===== config.mk =====
export PLATFORM = sky130hd
export DESIGN_NAME = mcct_top
export DESIGN_NICKNAME = d
export VERILOG_FILES = /design/src/mcct_sync.v /design/src/mcct_top.v
export VERILOG_INCLUDE_DIRS = /design/src /design/src/shared
export SDC_FILE = /design/constraint.sdc
export NUM_CORES = 1
export LEC_CHECK = 0
export BUFFER_PORTS_ARGS = -buffer_cell sky130_fd_sc_hd__buf_4
export CAP_MARGIN = 20
export CORE_UTILIZATION = 55
export DETAILED_ROUTE_END_ITERATION = 10
export HOLD_SLACK_MARGIN = 0.03
export PLACE_DENSITY = 0.77
export SYNTH_ARGS = -nofsm -noshare
export SYNTH_HDL_FRONTEND = slang
export SYNTH_SLANG_ARGS = --single-unit

===== constraint.sdc =====
create_clock -name pclk -period 3.55 [get_ports pclk]
set_input_delay 0 -clock pclk [delete_from_list [all_inputs] [get_ports pclk]]
set_output_delay 0 -clock pclk [all_outputs]
set_load 0.02 [all_outputs]

===== src/shared/mcct_defs.vh =====
`ifndef MCCT_DEFS_VH
`define MCCT_DEFS_VH

// register byte offsets
`define MCCT_A_CTRL0      8'h00
`define MCCT_A_CTRL1      8'h04
`define MCCT_A_COUNT      8'h08
`define MCCT_A_RELOAD     8'h0c
`define MCCT_A_STATUS     8'h10
`define MCCT_A_CHCTL      8'h20
`define MCCT_A_CHVAL      8'h30
`define MCCT_A_STRIDE     8'h04

// timer_control_zero fields
`define MCCT_CLKSRC_HI    1
`define MCCT_CLKSRC_LO    0
`define MCCT_SRC_SYS      2'h0
`define MCCT_SRC_GATED    2'h1
`define MCCT_SRC_EXT      2'h2

// timer_control_one fields
`define MCCT_RUN_BIT      7
`define MCCT_MODE_HI      5
`define MCCT_MODE_LO      4
`define MCCT_DIV_HI       2
`define MCCT_DIV_LO       0
`define MCCT_MODE_MOD     2'h0
`define MCCT_MODE_UPDN    2'h2

// channel control fields
`define MCCT_CH_ON        0
`define MCCT_CH_POL       1
`define MCCT_CH_MHI       3
`define MCCT_CH_MLO       2
`define MCCT_CM_ONESHOT   2'h0
`define MCCT_CM_CONT      2'h1
`define MCCT_CM_PWM       2'h2
`define MCCT_CM_CAPT      2'h3

// status fields
`define MCCT_ST_TIMER     4
`define MCCT_ST_DMA_LO    8

// widths and reset values
`define MCCT_CW           16
`define MCCT_NCH          4
`define MCCT_PW           7
`define MCCT_ZERO16       16'h0000
`define MCCT_ONE16        16'h0001
`define MCCT_ZERO32       32'h00000000

`endif


===== src/mcct_sync.v =====
`timescale 1ns/100ps
`include "mcct_defs.vh"

// two-stage synchroniser bank for pin and event-system inputs
module mcct_sync #(
  parameter W = 10
) (
  input  wire         pclk,
  input  wire         presetn,
  input  wire [W-1:0] din,
  output wire [W-1:0] dout
);

  reg [W-1:0] meta_ff;
  reg [W-1:0] stab_ff;

  // first stage feeds only the second stage
  always @(posedge pclk or negedge presetn) begin
    if (!presetn) begin
      meta_ff <= {W{1'b0}};
      stab_ff <= {W{1'b0}};
    end else begin
      meta_ff <= din;
      stab_ff <= meta_ff;
    end
  end

  assign dout = stab_ff;

endmodule // mcct_sync


===== src/mcct_top.v =====
`timescale 1ns/100ps
`include "mcct_defs.vh"

// Function
// - 16-bit counter steps up or down on each selected timer clock tick.
// - every timer input is pin input ORed with its event-system signal.
// - clock source: system clock, gated system clock, or external input.
// - 3-bit divide field divides system clock by 1 to 128.
// - divide field is buffered; applied at once while stopped, else at end of counting cycle.
// - external input clock bypasses the prescaler.
// - counting only while run enable set and clock source active.
// - reload zero halts counter at zero; nonzero reload resumes.
// - mode 00 is modulo, 10 up/down, 01 and 11 reserved.
// - modulo counts to reload then wraps to zero, with timer event.
// - modulo selected above reload restarts counter from zero at once while running; a stopped count is kept.
// - up/down counts to reload and back to zero, event at zero.
// - compare writes while running take effect at end of cycle.
// - four channels: one-shot, continuous, PWM or capture each.
// - one-shot match flags, interrupts and disables the channel.
// - one-shot output pulses away from idle for one clock.
// - continuous match flags, interrupts and pulses; channel stays on.
// - PWM output starts at polarity, flips on match, flags and interrupts.
// - PWM returns to polarity on modulo wrap or down-count match.
// - capture copies count on chosen input edge, flags and interrupts.
// - channel event raises DMA request, dropped on ack or disable.
module mcct_top (
  input  wire        pclk,
  input  wire        presetn,
  input  wire        psel,
  input  wire        penable,
  input  wire        pwrite,
  input  wire [7:0]  paddr,
  input  wire [31:0] pwdata,
  output reg  [31:0] prdata,
  output reg         pready,
  output reg         pslverr,
  input  wire        timer_input_pin,
  input  wire        ev_timer_input,
  input  wire [3:0]  channel_in_pin,
  input  wire [3:0]  ev_channel_input,
  input  wire [3:0]  dma_ack,
  output reg  [3:0]  channel_output,
  output reg  [3:0]  channel_irq,
  output reg         timer_irq,
  output reg  [3:0]  dma_req
);

  // control and status state
  reg  [1:0]  clock_source_select_ff;
  reg         timer_run_enable_ff;
  reg  [1:0]  count_mode_select_ff;
  reg  [2:0]  div_buf_ff;
  reg  [2:0]  div_act_ff;
  reg  [15:0] count_ff;
  reg  [15:0] reload_ff;
  reg         down_ff;
  reg  [6:0]  pre_cnt_ff;
  reg         ext_prev_ff;
  reg         step_d_ff;
  reg         timer_flag_ff;
  reg  [3:0]  channel_event_flag_ff;
  reg  [3:0]  channel_on_ff;
  reg  [3:0]  channel_polarity_ff;
  reg  [7:0]  ch_mode_ff;
  reg  [63:0] cmp_buf_ff;
  reg  [63:0] cmp_act_ff;
  reg  [3:0]  pwm_lvl_ff;
  reg  [3:0]  cin_prev_ff;

  wire [9:0]  sync_out;
  wire        external_timer_input;
  wire [3:0]  ch_in;

  // every input crosses two flops before the OR
  mcct_sync #(.W(10)) u_sync (
    .pclk    (pclk),
    .presetn (presetn),
    .din     ({ev_channel_input, channel_in_pin, ev_timer_input, timer_input_pin}),
    .dout    (sync_out)
  );

  // unused source is held low outside, so OR merges cleanly
  assign external_timer_input = sync_out[0] | sync_out[1];
  assign ch_in = sync_out[5:2] | sync_out[9:6];

  // mask of low prescaler bits for a divide code
  function [6:0] div_mask;
    input [2:0] code;
    begin
      div_mask = (7'h01 << code) - 7'h01;
    end
  endfunction

  // register index decode for channel windows
  function [1:0] ch_idx;
    input [7:0] a;
    begin
      ch_idx = a[3:2];
    end
  endfunction

  // apb phase terms
  wire       setup  = psel & ~penable;
  wire       wr_acc = psel & penable & pready & pwrite & ~pslverr;  // refused writes land nowhere
  wire [1:0] widx   = ch_idx(paddr);
  wire       wr_ctl = wr_acc && (paddr & 8'hf0) == `MCCT_A_CHCTL;
  wire       wr_val = wr_acc && (paddr & 8'hf0) == `MCCT_A_CHVAL;

  // tick generation
  wire pre_tick = (pre_cnt_ff & div_mask(div_act_ff)) == div_mask(div_act_ff);
  wire ext_rise = external_timer_input & ~ext_prev_ff;
  reg  src_tick;

  always @* begin
    case (clock_source_select_ff)
      `MCCT_SRC_SYS:   src_tick = pre_tick;
      `MCCT_SRC_GATED: src_tick = pre_tick & external_timer_input;
      `MCCT_SRC_EXT:   src_tick = ext_rise;
      default:         src_tick = 1'b0;
    endcase
  end

  // external clock edges are only seen if no faster than pclk/2
  wire mode_ok = count_mode_select_ff == `MCCT_MODE_MOD || count_mode_select_ff == `MCCT_MODE_UPDN;
  wire halted  = reload_ff == `MCCT_ZERO16 && count_ff == `MCCT_ZERO16;
  wire step    = timer_run_enable_ff & src_tick & mode_ok & ~halted;
  wire is_mod  = count_mode_select_ff == `MCCT_MODE_MOD;
  wire over    = timer_run_enable_ff && is_mod && count_ff > reload_ff;  // stopped count is kept

  // next count and end-of-cycle detection
  reg [15:0] nxt_count;
  reg        nxt_down;
  reg        eoc;

  always @* begin
    nxt_count = count_ff;
    nxt_down  = down_ff;
    eoc       = 1'b0;
    if (is_mod) begin
      if (count_ff >= reload_ff) begin
        nxt_count = `MCCT_ZERO16;
        eoc       = 1'b1;
      end else begin
        nxt_count = count_ff + `MCCT_ONE16;
      end
    end else if (!down_ff) begin
      if (count_ff >= reload_ff) begin
        nxt_count = count_ff - `MCCT_ONE16;
        nxt_down  = 1'b1;
        eoc       = count_ff == `MCCT_ONE16;  // reload 1 turns at one, so this step ends the cycle
      end else begin
        nxt_count = count_ff + `MCCT_ONE16;
      end
    end else begin
      if (count_ff == `MCCT_ZERO16) begin
        nxt_count = count_ff + `MCCT_ONE16;
        nxt_down  = 1'b0;
      end else begin
        nxt_count = count_ff - `MCCT_ONE16;
        if (count_ff == `MCCT_ONE16) begin
          eoc      = 1'b1;
          nxt_down = 1'b0;
        end
      end
    end
  end

  wire cycle_end = step & eoc;

  // counter, prescaler and timer control
  always @(posedge pclk or negedge presetn) begin
    if (!presetn) begin
      clock_source_select_ff <= 2'h0;
      timer_run_enable_ff    <= 1'b0;
      count_mode_select_ff   <= 2'h0;
      div_buf_ff             <= 3'h0;
      div_act_ff             <= 3'h0;
      count_ff               <= `MCCT_ZERO16;
      reload_ff              <= `MCCT_ZERO16;
      down_ff                <= 1'b0;
      pre_cnt_ff             <= 7'h00;
      ext_prev_ff            <= 1'b0;
      step_d_ff              <= 1'b0;
    end else begin
      ext_prev_ff <= external_timer_input;
      step_d_ff   <= step | over;
      // prescaler only runs while enabled, so a start is aligned
      if (timer_run_enable_ff)
        pre_cnt_ff <= pre_cnt_ff + 7'h01;
      else
        pre_cnt_ff <= 7'h00;
      if (wr_acc && paddr == `MCCT_A_CTRL0)
        clock_source_select_ff <= pwdata[`MCCT_CLKSRC_HI:`MCCT_CLKSRC_LO];
      if (wr_acc && paddr == `MCCT_A_CTRL1) begin
        timer_run_enable_ff  <= pwdata[`MCCT_RUN_BIT];
        count_mode_select_ff <= pwdata[`MCCT_MODE_HI:`MCCT_MODE_LO];
        div_buf_ff           <= pwdata[`MCCT_DIV_HI:`MCCT_DIV_LO];
        if (!timer_run_enable_ff)
          div_act_ff <= pwdata[`MCCT_DIV_HI:`MCCT_DIV_LO];
      end else if (cycle_end) begin
        div_act_ff <= div_buf_ff;
      end
      if (wr_acc && paddr == `MCCT_A_RELOAD)
        reload_ff <= pwdata[15:0];
      // software write to count wins over stepping
      if (wr_acc && paddr == `MCCT_A_COUNT) begin
        count_ff <= pwdata[15:0];
      end else if (over) begin
        count_ff <= `MCCT_ZERO16;
        down_ff  <= 1'b0;
      end else if (step) begin
        count_ff <= nxt_count;
        down_ff  <= nxt_down;
      end
    end
  end

  // per-channel events
  reg [3:0] match;
  reg [3:0] capt;
  reg [3:0] ev;
  integer   i, j;

  always @* begin
    match = 4'h0;
    capt  = 4'h0;
    for (j = 0; j < `MCCT_NCH; j = j + 1) begin
      match[j] = step_d_ff & channel_on_ff[j] &
                 (ch_mode_ff[2*j +: 2] != `MCCT_CM_CAPT) &
                 (count_ff == cmp_act_ff[16*j +: 16]);
      // rising edge when polarity 0, falling when 1
      capt[j]  = channel_on_ff[j] & (ch_mode_ff[2*j +: 2] == `MCCT_CM_CAPT) &
                 (channel_polarity_ff[j] ? (cin_prev_ff[j] & ~ch_in[j])
                                         : (~cin_prev_ff[j] & ch_in[j]));
    end
    ev = match | capt;
  end

  // channel state, outputs and requests
  always @(posedge pclk or negedge presetn) begin
    if (!presetn) begin
      channel_on_ff         <= 4'h0;
      channel_polarity_ff   <= 4'h0;
      ch_mode_ff            <= 8'h00;
      cmp_buf_ff            <= 64'h0;
      cmp_act_ff            <= 64'h0;
      pwm_lvl_ff            <= 4'h0;
      cin_prev_ff           <= 4'h0;
      channel_event_flag_ff <= 4'h0;
      timer_flag_ff         <= 1'b0;
      channel_output        <= 4'h0;
      channel_irq           <= 4'h0;
      timer_irq             <= 1'b0;
      dma_req               <= 4'h0;
    end else begin
      cin_prev_ff <= ch_in;
      channel_irq <= ev;
      timer_irq   <= cycle_end;
      // hardware set wins over a same-cycle clear
      if (wr_acc && paddr == `MCCT_A_STATUS) begin
        channel_event_flag_ff <= (channel_event_flag_ff & ~pwdata[3:0]) | ev;
        timer_flag_ff <= (timer_flag_ff & ~pwdata[`MCCT_ST_TIMER]) | cycle_end;
      end else begin
        channel_event_flag_ff <= channel_event_flag_ff | ev;
        timer_flag_ff         <= timer_flag_ff | cycle_end;
      end
      for (i = 0; i < `MCCT_NCH; i = i + 1) begin
        // buffered compare value loads at end of cycle or when idle
        if (wr_val && widx == i) begin
          cmp_buf_ff[16*i +: 16] <= pwdata[15:0];
          if (!timer_run_enable_ff)
            cmp_act_ff[16*i +: 16] <= pwdata[15:0];
        end else if (capt[i]) begin
          cmp_act_ff[16*i +: 16] <= count_ff;
          cmp_buf_ff[16*i +: 16] <= count_ff;
        end else if (cycle_end) begin
          cmp_act_ff[16*i +: 16] <= cmp_buf_ff[16*i +: 16];
        end
        if (wr_ctl && widx == i) begin
          channel_on_ff[i]       <= pwdata[`MCCT_CH_ON];
          channel_polarity_ff[i] <= pwdata[`MCCT_CH_POL];
          ch_mode_ff[2*i +: 2]   <= pwdata[`MCCT_CH_MHI:`MCCT_CH_MLO];
        end else if (match[i] && ch_mode_ff[2*i +: 2] == `MCCT_CM_ONESHOT) begin
          channel_on_ff[i] <= 1'b0;
        end
        // pwm level restarts at polarity while channel is off
        if (!channel_on_ff[i])
          pwm_lvl_ff[i] <= channel_polarity_ff[i];
        else if (match[i])
          pwm_lvl_ff[i] <= is_mod ? ~channel_polarity_ff[i] : ~pwm_lvl_ff[i];
        else if (step_d_ff && is_mod && count_ff == `MCCT_ZERO16)  // wrap seen with the lag of a match
          pwm_lvl_ff[i] <= channel_polarity_ff[i];
        case (ch_mode_ff[2*i +: 2])
          `MCCT_CM_ONESHOT,
          `MCCT_CM_CONT: channel_output[i] <= match[i] ? ~channel_polarity_ff[i]
                                                      : channel_polarity_ff[i];
          `MCCT_CM_PWM:  channel_output[i] <= pwm_lvl_ff[i];
          default:       channel_output[i] <= channel_polarity_ff[i];
        endcase
        // request drops on ack or disable; a new event still wins
        if (ev[i])
          dma_req[i] <= 1'b1;
        else if (dma_ack[i] || !channel_on_ff[i])
          dma_req[i] <= 1'b0;
      end
    end
  end

  // read mux
  reg [31:0] nxt_rdata;
  reg        nxt_err;

  always @* begin
    nxt_rdata = `MCCT_ZERO32;
    nxt_err   = 1'b0;
    case (paddr & 8'hf0)
      8'h00: begin
        case (paddr)
          `MCCT_A_CTRL0:  nxt_rdata[`MCCT_CLKSRC_HI:`MCCT_CLKSRC_LO] = clock_source_select_ff;
          `MCCT_A_CTRL1: begin
            nxt_rdata[`MCCT_RUN_BIT]              = timer_run_enable_ff;
            nxt_rdata[`MCCT_MODE_HI:`MCCT_MODE_LO] = count_mode_select_ff;
            nxt_rdata[`MCCT_DIV_HI:`MCCT_DIV_LO]   = div_buf_ff;
          end
          `MCCT_A_COUNT:  nxt_rdata[15:0] = count_ff;
          `MCCT_A_RELOAD: nxt_rdata[15:0] = reload_ff;
          default:        nxt_err = 1'b1;
        endcase
      end
      8'h10: begin
        if (paddr == `MCCT_A_STATUS) begin
          nxt_rdata[3:0]           = channel_event_flag_ff;
          nxt_rdata[`MCCT_ST_TIMER] = timer_flag_ff;
          nxt_rdata[11:8]          = dma_req;
        end else begin
          nxt_err = 1'b1;
        end
      end
      `MCCT_A_CHCTL: begin
        nxt_rdata[`MCCT_CH_ON]              = channel_on_ff[widx];
        nxt_rdata[`MCCT_CH_POL]             = channel_polarity_ff[widx];
        nxt_rdata[`MCCT_CH_MHI:`MCCT_CH_MLO] = ch_mode_ff[2*widx +: 2];
      end
      `MCCT_A_CHVAL: nxt_rdata[15:0] = cmp_act_ff[16*widx +: 16];
      default: nxt_err = 1'b1;
    endcase
    if (paddr[1:0] != 2'h0)
      nxt_err = 1'b1;
  end

  // one wait-free access phase: ready rises the cycle after setup
  always @(posedge pclk or negedge presetn) begin
    if (!presetn) begin
      prdata  <= `MCCT_ZERO32;
      pready  <= 1'b0;
      pslverr <= 1'b0;
    end else begin
      pready  <= setup;
      pslverr <= setup & nxt_err;
      if (setup && !pwrite)
        prdata <= nxt_err ? `MCCT_ZERO32 : nxt_rdata;  // refused reads return zero
    end
  end

endmodule // mcct_top

After elaboration in Yosys (flattened, before gate mapping)
Cells that the tools add are included.
{"block": "word_totals", "ff_bits": 277, "input_bits": 59}
{"block": "classes", "n_addsub": 4, "n_lt_le_gt_ge": 3, "n_eq_ne": 45, "shifts": 3, "mux": 115, "bitwise_logic": 74, "reduce_logical": 78}
{"operator": "$mux 16", "n": 30}
{"operator": "$eq 16x16->1", "n": 4}
{"operator": "$shiftx 64x7->16", "n": 1}
{"operator": "$mux 1", "n": 58}
{"operator": "$and 1x1->1", "n": 41}
{"operator": "$logic_not 16->1", "n": 2}
{"operator": "$reduce_bool 2->1", "n": 15}
{"operator": "$logic_and 1x1->1", "n": 25}
{"operator": "$eq 2x2->1 const B", "n": 12}
{"operator": "$not 1->1", "n": 22}
{"operator": "$ne 2x2->1 const B", "n": 9}
{"operator": "$add 16x1->16 const B", "n": 1}
{"operator": "$eq 16x1->1 const B", "n": 1}
{"operator": "$eq 8x4->1 const B", "n": 2}
{"operator": "$ge 16x16->1", "n": 1}
{"operator": "$gt 16x16->1", "n": 1}
{"operator": "$logic_not 8->1", "n": 2}
{"operator": "$or 4x4->4", "n": 4}
{"operator": "$pmux 4 s4", "n": 1}
{"operator": "$pmux 8 s2", "n": 1}
{"operator": "$sub 16x1->16 const B", "n": 1}
{"operator": "$pmux 1 s3", "n": 5}
{"operator": "$reduce_bool 3->1", "n": 5}
{"operator": "$logic_not 2->1", "n": 7}
{"operator": "other kinds (34)", "n": 71}

Longest topological paths before layout
Gate-level depths: netlist (run 1).
{"block": "depth", "depth_word": 13, "mapped_depth": 14, "mapped_depth_nobuf": 12}

Cells and area by module
Synthesis (run 1) repeated with hierarchy kept, for this count alone.
{"block": "unflattened", "hier_cells": 1426, "area_unflattened_um2": 14500.2}
{"mod": "mcct_top", "instances": 1, "cells_each": 1406, "area_each_um2": 13999.7, "seq_area_each_um2": 6030.8}
{"mod": "mcct_sync", "instances": 1, "cells_each": 20, "area_each_um2": 500.5, "seq_area_each_um2": 500.5}

Worst setup path after synthesis (run 1)
OpenSTA, ideal clock, no wires.
{"block": "synth_path", "path_kind": "flip-flop to flip-flop", "startpoint": "register count_ff[0]", "endpoint": "register cmp_act_ff[53]", "t_arrival_ns": 3.213, "path_slack_ns": 0.212, "path_stages_with_launch": 13, "path_buffers": 2, "period_less_slack_ns": 3.338, "cell_sequence": "dfrtp_1 -> buf_1 -> inv_1 -> ha_1 -> and4_1 -> o31ai_1 -> a31oi_1 -> a211o_1 -> nand2_4 -> inv_4 -> o31ai_4 -> buf_8 -> mux2_4"}
{"block": "synth_between", "elab_chain_len": 8}
{"element": "start, declared", "line": "mcct_top.v:54", "text": "reg [15:0] count_ff;"}
{"element": "start signal, assigned", "line": "mcct_top.v:178", "text": "count_ff <= `MCCT_ZERO16;"}
{"element": "start signal, assigned", "line": "mcct_top.v:207", "text": "count_ff <= pwdata[15:0];"}
{"element": "start signal, assigned", "line": "mcct_top.v:209", "text": "count_ff <= `MCCT_ZERO16;"}
{"element": "branches (longest 5 deep; another with $ge 16x16->1)"}
{"element": "$and 1x1->1 *", "line": "mcct_top.v:168", "text": "wire cycle_end = step & eoc;"}
{"element": "via cycle_end", "line": "mcct_top.v:168"}
{"element": "$reduce_bool 3->1 (no line) *"}
{"element": "$reduce_and 2->1 (no line) *"}
{"element": "end signal, assigned by index", "line": "mcct_top.v:272", "text": "cmp_act_ff[16*i +: 16] <= pwdata[15:0];"}
{"element": "end signal, assigned by index", "line": "mcct_top.v:274", "text": "cmp_act_ff[16*i +: 16] <= count_ff;"}
{"element": "end signal, assigned by index", "line": "mcct_top.v:277", "text": "cmp_act_ff[16*i +: 16] <= cmp_buf_ff[16*i +: 16];"}
{"element": "end, declared", "line": "mcct_top.v:66", "text": "reg [63:0] cmp_act_ff;"}
Mark *: on every way through the listed nets, which the timed path passes.
A chain may end at the register's enable or synchronous reset.

Worst setup path after layout (run 1)
{"block": "layout_path", "startpoint": "register div_act_ff[2]", "endpoint": "register cmp_act_ff[50]"}
{"block": "layout_between", "elab_chain_len": 12}
{"element": "start, declared", "line": "mcct_top.v:53", "text": "reg [2:0] div_act_ff;"}
{"element": "start signal, assigned", "line": "mcct_top.v:199", "text": "div_act_ff <= pwdata[`MCCT_DIV_HI:`MCCT_DIV_LO];"}
{"element": "start signal, assigned", "line": "mcct_top.v:201", "text": "div_act_ff <= div_buf_ff;"}
{"element": "$shl 1x3->7 *", "line": "mcct_top.v:90", "text": "div_mask = (7'h01 << code) - 7'h01;"}
{"element": "$sub 7x1->7 *", "line": "mcct_top.v:90"}
{"element": "$and 7x7->7", "line": "mcct_top.v:110", "text": "wire pre_tick = (pre_cnt_ff & div_mask(div_act_ff)) == div_mask(div_act_ff);"}
{"element": "$eq 7x7->1 *", "line": "mcct_top.v:110"}
{"element": "$and 1x1->1", "line": "mcct_top.v:117", "text": "`MCCT_SRC_GATED: src_tick = pre_tick & external_timer_input;"}
{"element": "$pmux 1 s3 *", "line": "mcct_top.v:115", "text": "case (clock_source_select_ff)"}
{"element": "$and 1x1->1 * (3 in series)", "line": "mcct_top.v:126", "text": "wire step = timer_run_enable_ff & src_tick & mode_ok & ~halted;"}
{"element": "$and 1x1->1 *", "line": "mcct_top.v:168"}
{"element": "via cycle_end", "line": "mcct_top.v:168"}
{"element": "$reduce_bool 3->1 (no line) *"}
{"element": "$reduce_and 2->1 (no line) *"}
Mark *: on every way through the listed nets, which the timed path passes. The rest lies on a longest branch.

==> results.md, run 1 <==
* R2R Setup Slk at 0.33 ns
* Root Buffer: clkbuf_16
* Nature of the critical path endpoint: register
* Starting density of the core at 0.568
* Most frequent cells in the layout: dfrtp_1 (261), buf_4 (127), a21oi_1 (108), nor2_1 (108), nand2_1 (96)
* Slew @ Worst Pin at 0.964 ns
* Fillcell total at 1865
* Critical path's largest stage delay at 0.45 ns
* Clk slew on worst S/H paths at 0.06 ns
* Sum Neg Setup Slack at 0 ns
* Synthesized area at 14000 um2
* R2R depth at 12
* Number of synthesized flops with an enable pin at 0
* RR Startpoint: div_act_ff[2]
* Number of detailed-route iterations in the first pass at 5
* CP Buf/Inv Count at 2
* Slowest CP cell: or4b_1
* Leakage Power at 6.82 nW
* Crit-path cells: or3_1, ha_1, or4b_1, o311ai_0, o21ai_0, o2111a_1, o221a_4, nand2_4, inv_4, o31ai_4, buf_12, mux2_2
* Setup bufs post-CTS at 0
* Core box area at 24600 um2
* Fraction of layout cells with a size suffix above 1 at 0.225
* Top delay family on crit path: compound AO/OA/AOI/OAI gates
* GPL Wtd Cong at 0.976
* Number of diodes at 0
* Sink Count at 261
* Levels on crit path at 12
* Routed via count at 11.0k
* Asr flop ratio synth at 1.00
* Full die area at 26100 um2
* Global route total overflow at 0
* Number of global-route vias before repair at 11.0k
* Max Freq at 310 MHz
* # DRC at 0
* Final Util at 0.664
* Mean post-synth cell area at 10.6 um2
* Crit path kind: register to register
* Num ports at 106
* PortBufs at 73
* Ys flop type: dfrtp_1
* Max-slew headroom at 0.356
* Syn. warnings at 0
* RSZ-0062 raised after global routing: no
* TritonCTS Buffers at 29
* Global-route wire length before repair at 62.0 mm
* Max-cap violation count at 0
* Crit path DAT at 3.65 ns
* Startpoint type of the worst setup path: register
* CTS Buffer Depth at 3
* Most common cell after layout, fill and taps aside: dfrtp_1
* Worst r2r dst: cmp_act_ff[50]
* Post-synthesis sequential area ratio at 0.467
* # rows at 57
* Synth cell types at 77
* Final setup fails at 0
* Initial DRC Count at 1054
* Cells after Synth at 1325
* Fin crit period at 3.22 ns
* Routed len/inst at 22.4 um
* #FFs+latches synth at 261
* Die span in x at 161 um
* DP Wirelength at 27.9 mm
* CTS tree: yes
* Worst vdd ir at 374 uV
* Result of the run: complete, no violations
* Final Net Count at 1513
* Largest net degree at the start of global routing at 112
* Critical path destination: cmp_act_ff[50]
* Worst clock skew at 0.00870 ns
* Power Dens Cells at 399 nW/um2
* Final hold viol count at 0
* Vias per cell at 6.21
* GRT Total Usage at 0.311
* Fin Hold WS at 0.102 ns
* Die height at 161 um
* CP max FO at 16
* Pins Over Slew Limit at 0
* Fin crit share at 0.907
* Area of the multi-input gates at 6860 um2
* Reg area at 6530 um2
* Clk Latency, worst-skew pair at 0.55 ns
* P&R area growth vs syn at 16.9%
* Hold Path Class: input port to register
* Initial antenna violation count at 0
* H-tree depth at 1
* Routed wire length at 39.7 mm
* Antenna viol nets, final at 0
* Critical Path Source: div_act_ff[2]
* Required time worst endpoint at 3.98 ns
-- metrics by stage --
step	instances	instance area [um2]	setup WS, ns	total power [mW]
after global placement	1684	15000	0.226	3.38
after detailed placement	1684	15000	0.157	3.39
after CTS	1774	16300	0.149	6.56
after global routing	1774	16300	0.164	6.70
after floorplan	1340	14000	0.212	3.23
final	1774	16300	0.329	6.52
-- worst min path at each step --
| stage | cells after the start | end | slack [ns] | start |
|---|---|---|---|---|
| 4_1_cts | 2 | u_sync.meta_ff[9] | 0.08 | ev_channel_input[3] |
| 5_1_grt | 2 | u_sync.meta_ff[9] | 0.09 | ev_channel_input[3] |
| 6_report | 2 | u_sync.meta_ff[8] | 0.10 | ev_channel_input[2] |
| 3_5_place_dp | 1 | u_sync.meta_ff[4] | 0.11 | channel_in_pin[2] |
| 2_1_floorplan | 0 | ch_mode_ff[0] | -0.30 | presetn |
| 3_3_place_gp | 1 | u_sync.meta_ff[1] | 0.11 | ev_timer_input |
-- where the power goes --
| group | internal [mW] | switching (mW) | total [mW] | leakage, nW |
|---|---|---|---|---|
| sequential | 3.01 | 0.0204 | 3.03 | 2.83 |
| clock | 1.90 | 1.24 | 3.14 | 0.506 |
| combinational | 0.130 | 0.215 | 0.345 | 3.48 |
| total | 5.04 | 1.48 | 6.52 | 6.82 |
-- metal layers --
layer | share of wire | GRT usage
met1 | 0.39 | 0.395
met2 | 0.48 | 0.511
met3 | 0.090 | 0.0678
met4 | 0.046 | 0.142
met5 | 0 | 0
-- final cells by class --
| cell class | count | share of cell area |
|---|---|---|
| multi-input combinational | 931 | 0.420 |
| sequential | 261 | 0.400 |
| timing repair buffer | 168 | 0.0850 |
| clock buffer | 38 | 0.0520 |
| tap | 324 | 0.0248 |
| clock inverter | 14 | 0.00988 |
| inverter | 38 | 0.00888 |
-- cells by family after synthesis --
group / synth area share
adder cells (fa/ha/maj): 0.0224
other: 0.000268
AND/OR/NAND/NOR: 0.126
buffers and inverters: 0.0479
flip-flops: 0.467
AO/OA/AOI/OAI: 0.124
XOR/XNOR: 0.0489
multiplexers: 0.163
-- timing repair --
action,in CTS,in global routing
hold endpoints to repair,289,0
resized for setup,0,1
setup endpoints to repair,0,16
hold buffers,38,0
-- synth_stat cells (11+ instances only) --
master	n	area, um2
dfrtp_1	261	6530
a21oi_1	112	561
nor2_1	108	405
nand2_1	96	360
mux2_2	82	923
mux2i_1	71	711
clkbuf_1	69	259
xnor2_1	54	473
o21ai_0	44	220
inv_1	37	139
nand3_1	36	180
ha_1	25	313
xor2_1	24	210
mux4_2	22	495
nor4_1	20	125
a22o_1	17	149
buf_4	17	128
buf_1	14	52.6
nand4_1	14	87.6
a221o_1	12	120
nor3_1	12	60.1
a31oi_1	11	68.8
-- registers in the layout (all words and copies together), names as in the netlist, 7 cells and up --
| register | count |
|---|---|
| count_ff | 16 |
| u_sync.meta_ff | 10 |
| reload_ff | 16 |
| ch_mode_ff | 8 |
| u_sync.dout | 10 |
| pre_cnt_ff | 7 |
| cmp_act_ff | 64 |
| prdata | 16 |
| cmp_buf_ff | 64 |
(Power assumes the default switching activity.)
==> run 2: changes to the inputs <==
--- a/config.mk
+++ b/config.mk
@@ -6,6 +6,7 @@
 export SDC_FILE = /design/constraint.sdc
 export NUM_CORES = 1
 export LEC_CHECK = 0
+export ABC_AREA = 1
 export BUFFER_PORTS_ARGS = -buffer_cell sky130_fd_sc_hd__buf_4
 export CAP_MARGIN = 20
 export CORE_UTILIZATION = 55
==> run 2 against run 1 <==
- worst hold slack got worse by 0.046 ns
- clock skew increased by 0.0026 ns
- total power is 110% higher
- setup slack better by 0.19 ns
- final area rose by 3.5%
- area after synthesis is 4.4% higher
- via count rose by 28%
- critical path type unchanged
- global-route usage rose by 7.7 points
- largest power group is now combinational cells
- wire length rose by 31%
==> results.md, run 2 <==
* Num ports at 106
* TritonCTS Buffers at 29
* Max-cap violation count at 0
* Leakage Power at 8.24 nW
* #FFs+latches synth at 261
* Routed len/inst at 22.1 um
* Number of global-route vias before repair at 13.1k
* CP max FO at 10
* Cells after Synth at 1874
* Global route total overflow at 0
* Sink Count at 261
* Final Net Count at 2071
* Cts hold-fix bufs at 35
* P&R area growth vs syn at 15.9%
* Slew @ Worst Pin at 0.897 ns
* Fin crit share at 0.854
* PortBufs at 73
* Nature of the critical path endpoint: register
* Pins Over Slew Limit at 0
* Synth cell types at 51
* Synth top area cells: dfrtp_1 (45%), nand2_1 (13%), nand3_1 (7.0%)
* Most common cell after layout, fill and taps aside: nand2_1
* Most frequent cells in the layout: nand2_1 (497), dfrtp_1 (261), nand3_1 (205)
* Starting density of the core at 0.560
* # DRC at 0
* Full die area at 27200 um2
* RSZ-0062 raised after global routing: no
* Biggest regs: cmp_act_ff x64, cmp_buf_ff x64
* Commonest cells in the netlist: nand2_1 (497), dfrtp_1 (261), nand3_1 (205), inv_1 (180), nor2_1 (113)
* Die height at 165 um
* Largest net degree at the start of global routing at 101
* Hold Path Class: input port to register
* Setup bufs post-CTS at 0
* Number of detailed-route iterations in the first pass at 8
* Max Freq at 330 MHz
* Root Buffer: clkbuf_16
* Crit path DAT at 3.48 ns
* R2R Setup Slk at 0.52 ns
* Post-synthesis sequential area ratio at 0.447
* Die span in x at 165 um
* Vias per cell at 6.02
* H-tree depth at 1
* Mean post-synth cell area at 7.79 um2
* DP Wirelength at 36.2 mm
* Initial DRC Count at 1700
* Final Util at 0.649
* Routed wire length at 51.9 mm
* Clk Latency, worst-skew pair at 0.57 ns
* Sum Neg Setup Slack at 0 ns
* Asr flop ratio synth at 1.00
* CTS Buffer Depth at 3
* Final setup fails at 0
* Number of diodes at 0
* GRT Total Usage at 0.388
* Max-slew headroom at 0.397
* Core box area at 26100 um2
* Fillcell total at 2245
* Worst vdd ir at 731 uV
* CTS tree: yes
* Final hold viol count at 0
* Number of synthesized flops with an enable pin at 0
* Startpoint type of the worst setup path: register
* Total Power at 13.6 mW
* Synth top area share at 0.447
* Power Dens Cells at 804 nW/um2
* Global-route wire length before repair at 77.3 mm
* Initial antenna violation count at 0
* Required time worst endpoint at 4.00 ns
* # rows at 59
* Result of the run: complete, no violations
* Area of the multi-input gates at 6870 um2
* Crit path kind: register to register
* Ys flop type: dfrtp_1
* Reg area at 6530 um2
* CTS resizes at 0
* Synthesized area at 14600 um2
* Clk slew on worst S/H paths at 0.07 ns
* GPL Wtd Cong at 1.00
* Antenna viol nets, final at 0
* Fin crit period at 3.03 ns
* Syn. warnings at 0
* Routed via count at 14.1k
* Top-count cell post-synth: nand2_1
* Worst clock skew at 0.0113 ns
* Fraction of layout cells with a size suffix above 1 at 0.122
* Synth area leader: dfrtp_1
[run 2: kinds of logic after synthesis]
logic type      synth area share
simple gates               0.295
xor+xnor                  0.0246
fa+ha+maj                 0.0214
other cells             0.000257
buf+inv                   0.0856
flops                      0.447
compound gates             0.126
[run 2: final timing paths]
check / depth (start not counted) / end / startpoint
setup / recovery: 13 / cmp_act_ff[6] / reload_ff[15]
hold / removal: 6 / clock_source_select_ff[0] / paddr[6]
setup reg to reg: 13 / cmp_act_ff[6] / reload_ff[15]
hold reg to reg: 0 / u_sync.dout[6] / u_sync.meta_ff[6]
max in group asynchronous: 3 / cmp_buf_ff[50] / presetn
min in group asynchronous: 2 / pre_cnt_ff[6] / presetn
[run 2: cell type report]
cell class / count / share of cell area
clock buffers: 41 / 0.0509
inverters: 201 / 0.0447
repair buffers: 159 / 0.0777
flip-flops and latches: 261 / 0.386
well taps: 335 / 0.0248
multi-input cells: 1335 / 0.406
clock inverters: 12 / 0.00947
[run 2: critical path, cell delays in order (launching register included)]
cell and delay, ns:
dfrtp_1 0.40, inv_1 0.17, ha_1 0.29, a21oi_1 0.17, o21ai_0 0.11, nor2_1 0.40
nand3_1 0.27, nand2_1 0.14, nand2_1 0.14, nand3_4 0.30, nand2_4 0.16, buf_4 0.19
nand3_1 0.08, nand2_1 0.08
[run 2: per-layer routing]
metal	wire length, um	global-route usage
met4	3100	0.200
met2	23100	0.608
met5	0	0
met3	5690	0.0849
met1	20000	0.505
[run 2: stage by stage]
| step | setup slack, ns | instances | instance area (um2) | hold WS [ns] |
|---|---|---|---|---|
| floorplan | 1.22 | 1889 | 14700 | -0.296 |
| global placement | 0.807 | 2256 | 15500 | 0.0911 |
| detailed placement | 0.691 | 2256 | 15500 | 0.0982 |
| CTS | 0.668 | 2344 | 16900 | 0.0365 |
| global route | 0.409 | 2344 | 16900 | 0.0819 |
| finish | 0.518 | 2344 | 16900 | 0.0561 |
[run 2: power by group]
| group | leakage [nW] | switching [mW] | total (mW) | internal [mW] |
|---|---|---|---|---|
| Combinational | 4.48 | 4.00 | 5.96 | 1.96 |
| Clock | 0.506 | 1.27 | 3.18 | 1.91 |
| Sequential | 3.26 | 0.677 | 4.46 | 3.78 |
